`src/logic/fbwg_consts.svh`:
```
// Purpose: offsets, field positions, reset values for the flash block write guard
// Assumes: 32-bit apb data, byte addresses
// Notes: definitions only
`ifndef FBWG_CONSTS_SVH
`define FBWG_CONSTS_SVH
`define FBWG_OFF_PROT_LOW 12'h600
`define FBWG_OFF_PROT_HIGH 12'h604
`define FBWG_OFF_DBG_OVR 12'h608
`define FBWG_OFF_RSVD 12'h60c
`define FBWG_OFF_IRQ_STAT 12'h610
`define FBWG_OFF_IRQ_EN 12'h614
`define FBWG_OFF_IRQ_CLR 12'h618
`define FBWG_OFF_LAST_ADDR 12'h61c
`define FBWG_BLOCK_SHIFT 12
`define FBWG_NUM_BLOCKS 48
`define FBWG_HIGH_BITS 16
`define FBWG_PROT_RST 32'h0000_0000
`define FBWG_DBG_OVR_RST 1'b1
`define FBWG_EVT_BLOCK 0
`define FBWG_EVT_FULL_CHIP_ERASE 1
`define FBWG_NUM_EVT 2
`endif

```
`src/logic/fbwg_pkg.sv`:
```
// Purpose: shared types of the flash block write guard
// Assumes: nothing beyond the constants header
// Notes: types only
package fbwg_pkg;
  typedef enum logic [1:0] {
    FBWG_OP_WRITE,
    FBWG_OP_PAGE_ERASE,
    FBWG_OP_FULL_ERASE
  } fbwg_op_t;

  typedef struct packed {
    logic valid;
    fbwg_op_t op;
    logic [31:0] addr;
  } fbwg_req_t;

  typedef struct packed {
    logic grant;
    logic fault;
  } fbwg_resp_t;
endpackage : fbwg_pkg

```
`src/logic/fbwg_checker.sv`:
```
// Purpose: combinational decision on one flash request against the protect map
// Assumes: request and map stable in the cycle they are sampled
// Notes: purely combinational; the top registers the result
`timescale 1ns/1ns
`include "fbwg_consts.svh"
module fbwg_checker
  import fbwg_pkg::*;
(
  // request and state
  input wire fbwg_req_t req,
  input wire logic [`FBWG_NUM_BLOCKS-1:0] prot_map,
  input wire logic guard_off,
  // decision
  output fbwg_resp_t resp,
  output logic full_erase_hit
);
  // block index of the target address; out-of-map addresses are never guarded for writes and page erases
  wire [19:0] blk_idx = req.addr[31:`FBWG_BLOCK_SHIFT];
  wire in_map = (blk_idx < 20'(`FBWG_NUM_BLOCKS));
  wire [5:0] blk_sel = blk_idx[5:0];
  wire blk_hit = in_map && prot_map[blk_sel];
  wire any_prot = |prot_map;
  wire is_full = (req.op == FBWG_OP_FULL_ERASE);
  wire hit = is_full ? any_prot : blk_hit;
  wire bad = req.valid && !guard_off && hit;
  assign resp.fault = bad;
  assign resp.grant = req.valid && !bad;
  assign full_erase_hit = bad && is_full;
endmodule : fbwg_checker

```
`src/logic/fbwg_top.sv`:
```
// Purpose: flash block write guard with apb register access
// Assumes: requests arrive as single-cycle valid pulses, synchronous to pclk
// Notes: grant/fault answered one cycle after the request
//
// Summary of operation
// - each protect bit covers one 4 kB block
// - write or erase to protected block faults
// - full erase with any protection faults
// - reset clears every protect bit
// - protect bits cannot be cleared by software
// - writing zero leaves a protect bit alone
// - guard off only in debug with override
// - override one means disabled, resets one
// - low register guards regions 0 to 31
// - high register bits 0-15 guard 32-47
`timescale 1ns/1ns
`include "fbwg_consts.svh"
module fbwg_top
  import fbwg_pkg::*;
(
  // clock and reset
  input wire logic pclk,
  input wire logic presetn,
  // apb slave
  input wire logic psel,
  input wire logic penable,
  input wire logic pwrite,
  input wire logic [11:0] paddr,
  input wire logic [31:0] pwdata,
  output logic [31:0] prdata,
  output logic pready,
  output logic pslverr,
  // processor flash requests
  input wire fbwg_req_t flash_req,
  input wire logic debug_mode,
  output fbwg_resp_t flash_resp_ff,
  // fault and interrupt
  output logic hard_fault_ff,
  output logic irq_ff
);
  // ==========================================================
  // registers
  logic [31:0] block_protect_low_ff;
  logic [`FBWG_HIGH_BITS-1:0] block_protect_high_ff;
  logic debug_protect_override_ff;
  logic [`FBWG_NUM_EVT-1:0] irq_stat_ff;
  logic [`FBWG_NUM_EVT-1:0] irq_en_ff;
  logic [31:0] last_addr_ff;
  logic [31:0] prdata_ff;
  logic pslverr_ff;

  // ==========================================================
  // apb decode; zero wait states, so access phase completes at once
  function automatic logic hit_off(input logic [11:0] a, input logic [11:0] off);
    hit_off = (a == off);
  endfunction : hit_off

  wire acc = psel && penable;
  wire wr = acc && pwrite;
  wire sel_low = hit_off(paddr, `FBWG_OFF_PROT_LOW);
  wire sel_high = hit_off(paddr, `FBWG_OFF_PROT_HIGH);
  wire sel_dbg = hit_off(paddr, `FBWG_OFF_DBG_OVR);
  wire sel_rsvd = hit_off(paddr, `FBWG_OFF_RSVD);
  wire sel_stat = hit_off(paddr, `FBWG_OFF_IRQ_STAT);
  wire sel_en = hit_off(paddr, `FBWG_OFF_IRQ_EN);
  wire sel_clr = hit_off(paddr, `FBWG_OFF_IRQ_CLR);
  wire sel_last = hit_off(paddr, `FBWG_OFF_LAST_ADDR);
  wire mapped = sel_low || sel_high || sel_dbg || sel_rsvd || sel_stat || sel_en
    || sel_clr || sel_last;

  // ==========================================================
  // protect map: write-one-to-set, no clear path exists
  wire [31:0] nxt_block_protect_low = block_protect_low_ff
    | ((wr && sel_low) ? pwdata : 32'h0000_0000);
  wire [`FBWG_HIGH_BITS-1:0] nxt_block_protect_high = block_protect_high_ff
    | ((wr && sel_high) ? pwdata[`FBWG_HIGH_BITS-1:0] : 16'h0000);
  wire nxt_debug_protect_override = (wr && sel_dbg) ? pwdata[0] : debug_protect_override_ff;

  wire [`FBWG_NUM_BLOCKS-1:0] prot_map = {block_protect_high_ff, block_protect_low_ff};
  // 1 in the override means protection disabled while debugging
  wire guard_off = debug_mode && debug_protect_override_ff;

  // ==========================================================
  // request check
  fbwg_resp_t chk_resp;
  logic full_hit;
  fbwg_checker u_checker (
    .req(flash_req),
    .prot_map(prot_map),
    .guard_off(guard_off),
    .resp(chk_resp),
    .full_erase_hit(full_hit)
  );

  wire [`FBWG_NUM_EVT-1:0] evt = {full_hit, chk_resp.fault && !full_hit};
  wire [`FBWG_NUM_EVT-1:0] clr = (wr && sel_clr) ? pwdata[`FBWG_NUM_EVT-1:0] : 2'b00;
  // set beats clear when both land in one cycle
  wire [`FBWG_NUM_EVT-1:0] nxt_irq_stat = (irq_stat_ff & ~clr) | evt;
  wire [`FBWG_NUM_EVT-1:0] nxt_irq_en = (wr && sel_en) ? pwdata[`FBWG_NUM_EVT-1:0] : irq_en_ff;
  wire nxt_irq = |(nxt_irq_stat & nxt_irq_en);
  wire [31:0] nxt_last_addr = chk_resp.fault ? flash_req.addr : last_addr_ff;

  // ==========================================================
  // read mux; unused and reserved locations read zero
  wire [31:0] nxt_prdata =
      sel_low ? block_protect_low_ff
    : sel_high ? {16'h0000, block_protect_high_ff}
    : sel_dbg ? {31'h0000_0000, debug_protect_override_ff}
    : sel_stat ? {30'h0000_0000, irq_stat_ff}
    : sel_en ? {30'h0000_0000, irq_en_ff}
    : sel_last ? last_addr_ff
    : 32'h0000_0000;
  wire nxt_pslverr = !mapped;

  // ==========================================================
  // state
  always_ff @(posedge pclk or negedge presetn) begin
    if (!presetn) begin
      block_protect_low_ff <= `FBWG_PROT_RST;
      block_protect_high_ff <= 16'h0000;
      debug_protect_override_ff <= `FBWG_DBG_OVR_RST;
      irq_stat_ff <= 2'b00;
      irq_en_ff <= 2'b00;
      last_addr_ff <= 32'h0000_0000;
    end else begin
      block_protect_low_ff <= nxt_block_protect_low;
      block_protect_high_ff <= nxt_block_protect_high;
      debug_protect_override_ff <= nxt_debug_protect_override;
      irq_stat_ff <= nxt_irq_stat;
      irq_en_ff <= nxt_irq_en;
      last_addr_ff <= nxt_last_addr;
    end
  end

  // answers to the processor: a faulted request is never granted
  always_ff @(posedge pclk or negedge presetn) begin
    if (!presetn) begin
      flash_resp_ff <= '0;
      hard_fault_ff <= 1'b0;
      irq_ff <= 1'b0;
    end else begin
      flash_resp_ff <= chk_resp;
      hard_fault_ff <= chk_resp.fault;
      irq_ff <= nxt_irq;
    end
  end

  // apb read data captured in setup so it is ready in the access cycle
  always_ff @(posedge pclk or negedge presetn) begin
    if (!presetn) begin
      prdata_ff <= 32'h0000_0000;
      pslverr_ff <= 1'b0;
    end else if (psel && !penable) begin
      prdata_ff <= nxt_prdata;
      pslverr_ff <= nxt_pslverr;
    end
  end

  assign prdata = prdata_ff;
  assign pslverr = pslverr_ff && acc;
  assign pready = 1'b1;
endmodule : fbwg_top

```
`config.mk`:
```
export PLATFORM = sky130hd
export DESIGN_NAME = fbwg_top
export DESIGN_NICKNAME = d
export VERILOG_FILES = /design/src/logic/fbwg_pkg.sv /design/src/logic/fbwg_checker.sv /design/src/logic/fbwg_top.sv
export VERILOG_INCLUDE_DIRS = /design/src /design/src/logic
export SDC_FILE = /design/constraint.sdc
export NUM_CORES = 1
export LEC_CHECK = 0
export BUFFER_PORTS_ARGS = -buffer_cell sky130_fd_sc_hd__buf_2
export CORE_MARGIN = 5
export CORE_UTILIZATION = 55
export DETAILED_ROUTE_END_ITERATION = 8
export PLACE_DENSITY = 0.81
export SYNTH_ARGS = -nofsm -noshare
export SYNTH_HDL_FRONTEND = slang
export SYNTH_HIERARCHICAL = 1
export SYNTH_SLANG_ARGS = --single-unit
export TNS_END_PERCENT = 20
```
`constraint.sdc`:
```
create_clock -name pclk -period 6 [get_ports pclk]
set_input_delay 0 -clock pclk [delete_from_list [all_inputs] [get_ports pclk]]
set_output_delay 0 -clock pclk [all_outputs]
set_load 0.03 [all_outputs]
```
After elaboration in Yosys (flattened, before gate mapping)
Cells that the tools add are included.
{"block": "totals", "regBits": 121, "latchBits": 0, "mem_bits_rw": 0, "mem_bits_ro": 0, "inputBits": 85, "word_cells": 71, "mem_count": 0}
{"block": "op_classes", "addsub": 0, "multipliers": 0, "div_mod_pow": 0, "n_lt_le_gt_ge": 2, "eq_ne": 9, "n_shift": 0, "n_mux": 13, "bitwise_logic": 6, "n_reduce_logical": 30}
{"cell": "32-bit 2-to-1 mux", "count": 7}
{"cell": "12-bit by 11-bit == test with 1-bit output, second input constant", "count": 8}
{"cell": "48-bit OR reduction", "count": 1}
{"cell": "32-bit bitwise OR", "count": 1}
{"cell": "20-bit by 6-bit < comparator with 1-bit output, second input constant", "count": 1}
{"cell": "1-bit logical AND", "count": 16}
{"cell": "16-bit 2-to-1 mux", "count": 1}
{"cell": "16-bit bitwise OR", "count": 1}
{"cell": "1-bit logical OR", "count": 7}
{"cell": "6-bit by 7-bit < comparator with 1-bit output, second input constant", "count": 1}
{"cell": "1-bit binary-select mux with 6-bit select", "count": 1}
{"cell": "1-bit logical NOT", "count": 5}
{"cell": "2-bit AND", "count": 2}
{"cell": "2-bit 2-to-1 mux", "count": 2}
{"cell": "2-bit == test, second input constant", "count": 1}
{"cell": "1-bit 2-to-1 mux", "count": 2}
{"cell": "2-bit NOT", "count": 1}
{"cell": "2-bit bitwise OR", "count": 1}
{"cell": "2-bit OR reduction", "count": 1}

Longest topological paths before layout
Gate-level depths: netlist of run 1.
{"block": "depth", "ltp_word": 11, "ltp_mapped": 11}

Modules after synthesis
The synthesis of run 1 kept the hierarchy.
{"mod": "fbwg_top", "n_inst": 1, "cells_per_inst": 414, "area_per_inst_um2": 4984.8, "seq_area_each_um2": 3029.2}
{"mod": "fbwg_checker", "n_inst": 1, "cells_per_inst": 70, "area_per_inst_um2": 646.9, "seq_area_each_um2": 0.0}

Worst setup path after synthesis of run 1
OpenSTA, ideal clock, no wires.
{"block": "synth_path", "path_kind": "register to register", "startpoint": "register block_protect_low_ff[6]", "endpoint": "register last_addr_ff[10]", "setup_time_ns": 0.125, "arrival_time_ns": 2.245, "required_ns": 5.875, "path_slack_ns": 3.631, "stages_incl_launch_ff": 10, "synth_period_minus_slack_ns": 2.369, "cell_sequence": "dfrtp_1 -> mux4_2 -> a22o_1 -> a41oi_1 -> and4_1 -> nor3_1 -> buf_4 -> clkbuf_1 -> clkbuf_1 -> mux2_2"}
{"block": "synth_via", "elab_chain_cells": 5, "elab_cells_between_ends": 6, "classes_between": "mux (3); reduce/logical (3)"}
{"item": "from (decl)", "line_no": "fbwg_top.sv:43", "text": "logic [31:0] block_protect_low_ff;"}
{"item": "from (signal assigned)", "line_no": "fbwg_top.sv:119", "text": "block_protect_low_ff <= `FBWG_PROT_RST;"}
{"item": "from (signal assigned)", "line_no": "fbwg_top.sv:126", "text": "block_protect_low_ff <= nxt_block_protect_low;"}
{"item": "1-bit binary-select mux with 6-bit select", "line_no": "fbwg_checker.sv:21", "text": "wire blk_hit = in_map && prot_map[blk_sel];"}
{"item": "1-bit 2-to-1 mux (not written as such)", "line_no": "fbwg_checker.sv:21"}
{"item": "1-bit logical AND", "line_no": "fbwg_checker.sv:21"}
{"item": "1-bit 2-to-1 mux *", "line_no": "fbwg_checker.sv:24", "text": "wire hit = is_full ? any_prot : blk_hit;"}
{"item": "1-bit logical AND *", "line_no": "fbwg_checker.sv:25", "text": "wire bad = req.valid && !guard_off && hit;"}
{"item": "named net u_checker.bad", "line_no": "fbwg_checker.sv:25"}
{"item": "to (signal assigned)", "line_no": "fbwg_top.sv:131", "text": "last_addr_ff <= nxt_last_addr;"}
{"item": "to (decl)", "line_no": "fbwg_top.sv:48", "text": "logic [31:0] last_addr_ff;"}
Mark *: on every way through the listed nets, which the timed path passes. The rest lies on a longest branch. The select of a mux whose other input is x is not followed.
A chain may end at the register's enable or synchronous reset.

==> impl_metrics.json, run 1 <==
{
  "status": "finished clean",
  "die_h_um": 111,
  "syn-instance-count": 484,
  "multi_input_area_um2": 2380,
  "seq_power_share_pct": 40.9,
  "cap_violations": 0,
  "grt_pass1_vias": 5184,
  "worstPathMaxFanout": 22,
  "ant_nets": 0,
  "fill_cells": 638,
  "fin_tns_setup_ns": 0,
  "grt_util_all_layers_pct": 28.4,
  "critical_path_required_ns": 6.41,
  "critPathLaunch": "block_protect_low_ff[11]$_DFF_PN0_",
  "core-area_um2": 10100,
  "crit-reg2reg-launch": "block_protect_low_ff[11]$_DFF_PN0_",
  "wire_per_inst_um": 21.0,
  "cts_tree": "yes",
  "layout-drive-gt1-share_pct": 29.9,
  "ys_seq_area_share_pct": 53.8,
  "die-area_um2": 12400,
  "period_share_pct": 53.9,
  "rsz0062_at_grt": "no",
  "swShare_pct": 23.2,
  "netlist_area_um2": 5630,
  "hp-class": "input port to asynchronous set/reset pin",
  "synth.area.top_cells": "dfrtp_1, mux2_2, a21o_1, o21ai_0, mux4_2",
  "layout.nets": 749,
  "synth_edf_count": 0,
  "num_rows": 37,
  "io_buffers": 121,
  "totalWireLength_um": 17000,
  "ctsResizeCount": 0,
  "combPwrFrac_pct": 11.2,
  "synthTopCellsByCount": "dfrtp_1, a21o_1, mux2_2",
  "dpl-instance-area_um2": 6240,
  "avgSynthCellArea_um2": 11.6,
  "gp_congestion": 0.928,
  "clk_latency_ns": 0.53,
  "num_vias": 5054,
  "antenna_found_initial": 1,
  "p_clk_share_pct": 47.9,
  "ys_types": 53,
  "cts_buffer_depth": 2,
  "cts.root.buffer_cell": "clkbuf_8",
  "grt_remaining_overflow": 0,
  "synth_flop_cell": "dfrtp_1",
  "seqCellArea_um2": 3030,
  "hold_viol_final": 0,
  "cts_sinks": 121,
  "grt_max_degree": 81,
  "yosysWarnings": 6,
  "slew_headroom_pct": 17.3,
  "p_leak_uw": 0.00389,
  "drt_iter0_drc": 404,
  "clk_pin_slew_worst_paths_ns": 0.06,
  "start_util_pct": 55.5,
  "drtPass1Iterations": 7,
  "synth_top_area_cell": "dfrtp_1",
  "internal_power_uw": 1740,
  "htree_levels": 4,
  "dp_hpwl_um": 10700,
  "fmaxAchievable_ghz": 0.309,
  "arrival_ns": 3.64,
  "ios": 123,
  "fin_crit_ns": 3.23,
  "end_kind": "flop",
  "viasPerCell": 6.22,
  "synth_most_common_cell": "dfrtp_1",
  "power_density_nw_per_um2": 299,
  "grt_pass1_wl_um": 27600,
  "rrSetupSlack_ns": 2.77,
  "rr_worst_depth": 7,
  "peakVddDrop_mv": 0.231,
  "setup_viol_count_final": 0,
  "crit_path_end": "irq_ff$_DFF_PN0_",
  "synth_fp_nets": 569,
  "worst_r2r_endpoint": "irq_ff$_DFF_PN0_",
  "die_w_um": 111,
  "critPathKind": "flop to flop",
  "synthDominantCellAreaShare_pct": 53.3,
  "p_sw_uw": 525,
  "worst_slew_pin_slew_ns": 1.24,
  "postLayoutCellArea_um2": 7580,
  "ys_ff_latch": 121,
  "critPathLaunchType": "flop",
  "area_delta_synth_final_pct": 34.6,
  "drc": 0,
  "slew_violations": 0,
  "synthArstFlopShare_pct": 100,
  "fin_skew_ns": 0.00956,
  "numCtsBuffers": 17
}
metal layers:
metal	part of all wire [%]	track usage, %
met3	8.0	7.91
met1	39	35.7
met4	4.3	14.2
met5	0	0
met2	48	45.0
power by group through the flow:
| stage | Clock [µW] | Sequential, µW | Combinational [µW] |
|---|---|---|---|
| 2_1_floorplan | 0 | 949 | 106 |
| 3_3_place_gp | 0 | 933 | 206 |
| 3_5_place_dp | 0 | 937 | 214 |
| 4_1_cts | 1090 | 925 | 252 |
| 5_1_grt | 1130 | 934 | 276 |
| 6_report | 1090 | 928 | 254 |
worst max-delay path, stage by stage (launching register included):
cell     delay (ns)
dfrtp_1        0.43
nor4_1         0.42
nand4_1        0.16
o41ai_1        0.82
nor3_2         0.34
buf_4          0.35
a221o_1        0.36
a22o_1         0.22
worst min path at each step:
| stage | start | endpoint | cells past startpoint |
|---|---|---|---|
| floorplan | presetn | block_protect_high_ff[0]$_DFF_PN0_ | 0 |
| global placement | presetn | prdata[23]$_DFFE_PN0P_ | 1 |
| detailed placement | presetn | prdata[21]$_DFFE_PN0P_ | 1 |
| CTS | presetn | prdata[21]$_DFFE_PN0P_ | 2 |
| global route | pwrite | irq_en_ff[1]$_DFF_PN0_ | 4 |
| finish | presetn | prdata[22]$_DFFE_PN0P_ | 2 |
cell type report:
cell class | count | area share [%]
diodes | 1 | 0.0330
repair buffers | 197 | 17.9
multi-input cells | 323 | 31.5
well taps | 136 | 2.24
clock inverters | 9 | 2.24
flip-flops and latches | 121 | 40.0
inverters | 4 | 0.198
clock buffers | 22 | 5.97
through the flow:
stage	cells	worst slack (ns)	total power, µW	util (%)	hold WS, ns
global placement	710	3.10	1140	61.6	0.0139
global route	813	2.70	2340	74.8	0.0615
finish	813	2.77	2270	74.8	0.00241
floorplan	484	3.63	1050	-	-0.296
CTS	812	2.90	2260	74.8	0.00974
detailed placement	710	2.99	1150	61.6	0.0262
registers in the layout (all words and copies together) (netlist names):
signal / count
last_addr_ff: 32
pslverr_ff: 1
block_protect_high_ff: 16
flash_resp_ff: 1
block_protect_low_ff: 32
prdata: 32
irq_en_ff: 2
hard_fault_ff: 1
irq_stat_ff: 2
debug_protect_override_ff: 1
irq_ff: 1
kinds of logic (layout without fill, tap and decap cells):
logic type,after synthesis,count (layout),synth area share (%)
compound gates,143,143,17.3
other cells,1,2,0.0666
buf+inv,40,232,4.15
simple gates,127,127,12.5
flops,121,121,53.8
mux,52,52,12.2
what timing repair did:
action	in CTS	in global routing
hold buffers	71	0
setup buffers	0	0
hold endpoints to repair	128	0
cells in the final DEF, fill, tap and decap left out, types with 5 or more instances in the layout:
cell and n:
dfrtp_1 120, buf_2 120, dlygate4sd3_1 71, a21o_1 48, mux2_2 35, o21ai_0 33
nand2_1 29, nor2_1 19, nor4_1 18, a22oi_1 17, nor3_1 16, clkbuf_16 16
a21oi_1 15, a211oi_1 15, nor2b_1 8, mux2i_1 8, buf_4 6, mux4_2 6
nand4_1 5, bufinv_16 5
Power figures use the tool's default switching activity.
==> run 2: changes to the inputs <==
Settings changed: CORE_UTILIZATION 55 to 49, PLACE_DENSITY 0.81 to 0.76.
Clock period 6 ns to 2.8 ns, I/O delays scaled along.
==> run 2 against run 1 <==
  * Sequential power up 110%
  * Register-to-register slack got worse by 2.7 ns
  * Wire length increased by 4.6%
  * Total power increased by 100%
  * Critical path type unchanged
  * Critical endpoint unchanged
  * Largest cell class unchanged
  * Highest routed layer unchanged
==> impl_metrics.json, run 2 (same netlist as run 1, synthesis figures left out) <==
{
  "status": "finished clean",
  "grt_util_all_layers_pct": 26.7,
  "hold_ws_ns": 0.0283,
  "cts_sinks": 121,
  "totalWireLength_um": 17800,
  "p_leak_uw": 0.00412,
  "numCtsBuffers": 17,
  "num_rows": 39,
  "critPathKind": "flop to flop",
  "clk_pin_slew_worst_paths_ns": 0.05,
  "cts_tree": "yes",
  "end_kind": "flop",
  "cap_violations": 0,
  "dp_hpwl_um": 11500,
  "worstPathMaxFanout": 3,
  "start_util_pct": 49.7,
  "setup_viol_count_final": 0,
  "worst_slew_pin_slew_ns": 1.22,
  "crit-reg2reg-launch": "block_protect_low_ff[10]$_DFF_PN0_",
  "drtPass1Iterations": 5,
  "slew_violations": 0,
  "die_w_um": 117,
  "critical_path_required_ns": 3.10,
  "viasPerCell": 6.05,
  "period_share_pct": 97.0,
  "clk_latency_ns": 0.41,
  "cts.root.buffer_cell": "clkbuf_16",
  "area_delta_synth_final_pct": 40.1,
  "fin_tns_setup_ns": 0,
  "grt_pass1_vias": 5349,
  "arrival_ns": 3.01,
  "critPathLaunch": "block_protect_low_ff[10]$_DFF_PN0_",
  "dpl-instance-area_um2": 6680,
  "die-area_um2": 13700,
  "num_vias": 5237,
  "mostFrequentLayoutCells": "dfrtp_1, buf_2, dlygate4sd3_1, buf_4, a21o_1",
  "fin_skew_ns": 0.00597,
  "gp_congestion": 0.903,
  "grt_pass1_wl_um": 27900,
  "final_util_pct": 69.7,
  "wire_per_inst_um": 20.6,
  "power_density_nw_per_um2": 587,
  "grt_max_degree": 67,
  "layout-drive-gt1-share_pct": 35.7,
  "postLayoutCellArea_um2": 7890,
  "antenna_found_initial": 0,
  "grt_remaining_overflow": 0,
  "worstHoldStart": "flash_req[12]",
  "die_h_um": 117,
  "fmaxAchievable_ghz": 0.368,
  "antenna_cells": 0,
  "drc": 0,
  "ant_nets": 0,
  "rsz0062_at_grt": "no",
  "hold_viol_final": 0,
  "fin_crit_ns": 2.72,
  "cts_buffer_depth": 2,
  "core-area_um2": 11300,
  "hp-class": "input port to flop",
  "slew_headroom_pct": 18.7,
  "io_buffers": 121,
  "ios": 123,
  "critPathLaunchType": "flop",
  "htree_levels": 4,
  "peakVddDrop_mv": 0.407,
  "layout.nets": 797,
  "drt_iter0_drc": 534
}
[run 2: worst paths after layout]
check                                          endpoint  slack (ns)  cells after the start
setup / recovery                       irq_ff$_DFF_PN0_        0.08                      9
hold / removal             last_addr_ff[12]$_DFFE_PN0P_        0.03                      2
setup reg to reg                       irq_ff$_DFF_PN0_        0.08                      9
hold reg to reg                  prdata[26]$_DFFE_PN0P_        0.47                      2
max in group asynchronous  last_addr_ff[15]$_DFFE_PN0P_        1.78                      3
min in group asynchronous        prdata[29]$_DFFE_PN0P_        0.18                      2
[run 2: layout make-up]
type | count | area [µm²]
Timing Repair Buffer | 245 | 1710
Inverter | 4 | 15.0
Sequential cell | 121 | 3030
Tap cell | 143 | 179
Clock inverter | 8 | 97.6
Clock buffer | 22 | 464
Fill cell | 791 | 3430
Multi-Input combinational cell | 323 | 2400
[run 2: power breakdown]
part	internal (µW)	total, µW	switching (µW)
registers	1900	1980	85.5
clock network	1340	2100	761
logic	270	552	282
total	3510	4640	1130
[run 2: stage by stage]
stage                     std cells  total power (µW)  setup WS (ns)
final                           866              4640         0.0829
after global routing            866              4780        0.00642
after CTS                       865              4620         0.0163
after detailed placement        772              2480         -0.128
after global placement          772              2450        -0.0888
after floorplan                 484              2260          0.431
[run 2: layer usage]
metal,vias to the layer above,GRT usage [%],part of all wire [%]
li1,2260,-,-
met1,2599,35.0,40
met2,314,42.4,47
met3,64,7.04,9.3
met4,0,10.9,3.5
met5,-,0,0
[run 2: timing repair]
item                                    CTS  global route
resized for setup                         1             1
buffers inserted                          0             1
endpoints found under the setup margin   21            23
hold buffers                             63             0
pin swaps                                 0             1
hold endpoints to repair                136             0
[run 2: critical path: stages (launching register included)]
cell	delay [ns]
dfrtp_1	0.39
buf_4	0.16
nor4_1	0.45
nand4_1	0.23
o41ai_2	0.59
buf_4	0.20
nor3b_1	0.07
nand2b_1	0.15
o22a_1	0.17
a22o_1	0.19
==> run 3: changes to the inputs <==
Settings changed: CORE_ASPECT_RATIO set to 1.4.
==> run 3 against run 2 <==
  * Critical path depth down 1
  * Cell count down 5.5%
  * Sequential share of layout area up 1.9 points
  * Non-clock buffer count down 51
  * Clock skew about the same
  * Sequential power about the same
  * Critical endpoint unchanged
==> impl_metrics.json, run 3 (same netlist as run 1, synthesis figures left out) <==
{
  "status": "finished clean",
  "critPathLaunchType": "flop",
  "end_kind": "flop",
  "num_vias": 4796,
  "clk_pin_slew_worst_paths_ns": 0.05,
  "crit_chain": "nor4_1 -> nand4_1 -> o41ai_1 -> buf_4 -> nor3_2 -> buf_4 -> a221o_1 -> a22o_1",
  "layout-drive-gt1-share_pct": 30.4,
  "cts_buffer_depth": 2,
  "cts_sinks": 121,
  "dpl-instance-area_um2": 6300,
  "power_density_nw_per_um2": 620,
  "antenna_cells": 0,
  "drt_iter0_drc": 312,
  "worst_slew_pin_slew_ns": 1.23,
  "wire_per_inst_um": 19.8,
  "internal_power_uw": 3580,
  "ctsResizeCount": 0,
  "die_w_um": 101,
  "seqCellArea_um2": 3030,
  "htree_levels": 4,
  "grt_util_all_layers_pct": 24.3,
  "postCtsSetupBuffers": 0,
  "critical_path_required_ns": 3.09,
  "drtPass1Iterations": 5,
  "power_uw": 4670,
  "critPathTopFamily": "compound AO/OA/AOI/OAI gates",
  "layout.nets": 746,
  "core-area_um2": 11300,
  "grt_max_degree": 67,
  "hold_viol_final": 0,
  "postLayoutCellArea_um2": 7520,
  "hp-class": "input port to flop",
  "crit_buf_inv": 2,
  "fin_skew_ns": 0.00602,
  "grt_remaining_overflow": 0,
  "area_delta_synth_final_pct": 33.5,
  "die-area_um2": 13800,
  "num_rows": 46,
  "numCtsBuffers": 17,
  "ant_nets": 0,
  "fin_tns_setup_ns": 0,
  "mostFrequentLayoutCells": "dfrtp_1, buf_2, dlygate4sd3_1, a21o_1, mux2_2",
  "slew_headroom_pct": 17.7,
  "rsz0062_at_grt": "no",
  "setup_viol_count_final": 0,
  "cts_tree": "yes",
  "start_util_pct": 49.9,
  "clk_latency_ns": 0.41,
  "fin_crit_ns": 2.61,
  "die_h_um": 137,
  "cap_violations": 0,
  "critPathKind": "flop to flop",
  "fmaxAchievable_ghz": 0.383,
  "grt_pass1_wl_um": 26000,
  "io_buffers": 121,
  "ios": 123,
  "gp_congestion": 0.897,
  "period_share_pct": 93.2,
  "rrSetupSlack_ns": 0.19,
  "swShare_pct": 23.3,
  "grt_pass1_vias": 4963,
  "viasPerCell": 5.86,
  "seq_power_share_pct": 42.4,
  "critical_path.max_stage_delay_ns": 0.44,
  "cts.root.buffer_cell": "clkbuf_16",
  "dp_hpwl_um": 11000,
  "slew_violations": 0,
  "multi_input_area_um2": 2380,
  "drc": 0,
  "slowest_stage": "dfrtp_1",
  "p_sw_uw": 1090,
  "peakVddDrop_mv": 0.445,
  "combPwrFrac_pct": 11.4,
  "arrival_ns": 2.90,
  "hold_ws_ns": 0.0738,
  "fill_cells": 841,
  "p_clk_share_pct": 46.2,
  "cp_common_cell": "buf_4",
  "antenna_found_initial": 0,
  "worstPathMaxFanout": 21,
  "final_util_pct": 66.7,
  "totalWireLength_um": 16200,
  "p_leak_uw": 0.00386
}
[run 3: cell types whose count changed in the layout (fill, tap and decap cells not counted), sizes merged]
cell,delta
clkinv,+3
clkinvlp,-3
buf,-52
bufinv,+1
dlygate4sd3,+1
clkbuf,+1
[run 3: repair_timing]
action,4_1_cts,5_1_grt
setup endpoints to repair,0,0
hold endpoints to repair,140,0
hold buffers,64,0
[run 3: per-layer routing]
layer	vias up	track usage, %	part of all wire [%]
met5	-	0	0
met4	0	7.04	1.5
met3	22	5.20	6.4
met2	213	42.7	53
met1	2389	29.9	39
li1	2172	-	-
[run 3: final timing paths]
path,cells past startpoint,start,endpoint
hold / removal,3,paddr[2],prdata[0]$_DFFE_PN0P_
setup / recovery,8,block_protect_low_ff[31]$_DFF_PN0_,irq_ff$_DFF_PN0_
max in group asynchronous,3,presetn,debug_protect_override_ff$_DFFE_PN1P_
hold reg to reg,2,prdata[31]$_DFFE_PN0P_,prdata[31]$_DFFE_PN0P_
setup reg to reg,8,block_protect_low_ff[31]$_DFF_PN0_,irq_ff$_DFF_PN0_
min in group asynchronous,2,presetn,prdata[24]$_DFFE_PN0P_
[run 3: stage by stage]
stage	instances	setup slack, ns
6_report	818	0.191
3_3_place_gp	722	0.247
2_1_floorplan	484	0.431
3_5_place_dp	722	0.128
5_1_grt	818	0.101
4_1_cts	818	0.204
[run 3: cell type report]
class,count,share of cell area (%)
clock inverters,9,1.65
clock buffers,23,6.09
multi-input cells,323,31.7
repair buffers,194,17.7
flip-flops and latches,121,40.3
well taps,144,2.40
inverters,4,0.200
[run 3: power groups by stage]
stage                     Sequential, µW  Clock (µW)  Combinational, µW
after floorplan                     2030           0                227
after global placement              2000           0                450
after detailed placement            2000           0                461
after CTS                           1980        2170                534
after global routing                1990        2250                580
final                               1980        2160                533
[run 3: worst reg2reg max path, stage by stage, from the launching register on]
cell and delay [ns]:
dfrtp_1 0.44, nor4_1 0.41, nand4_1 0.16, o41ai_1 0.39, buf_4 0.19, nor3_2 0.05
buf_4 0.25, a221o_1 0.38, a22o_1 0.22
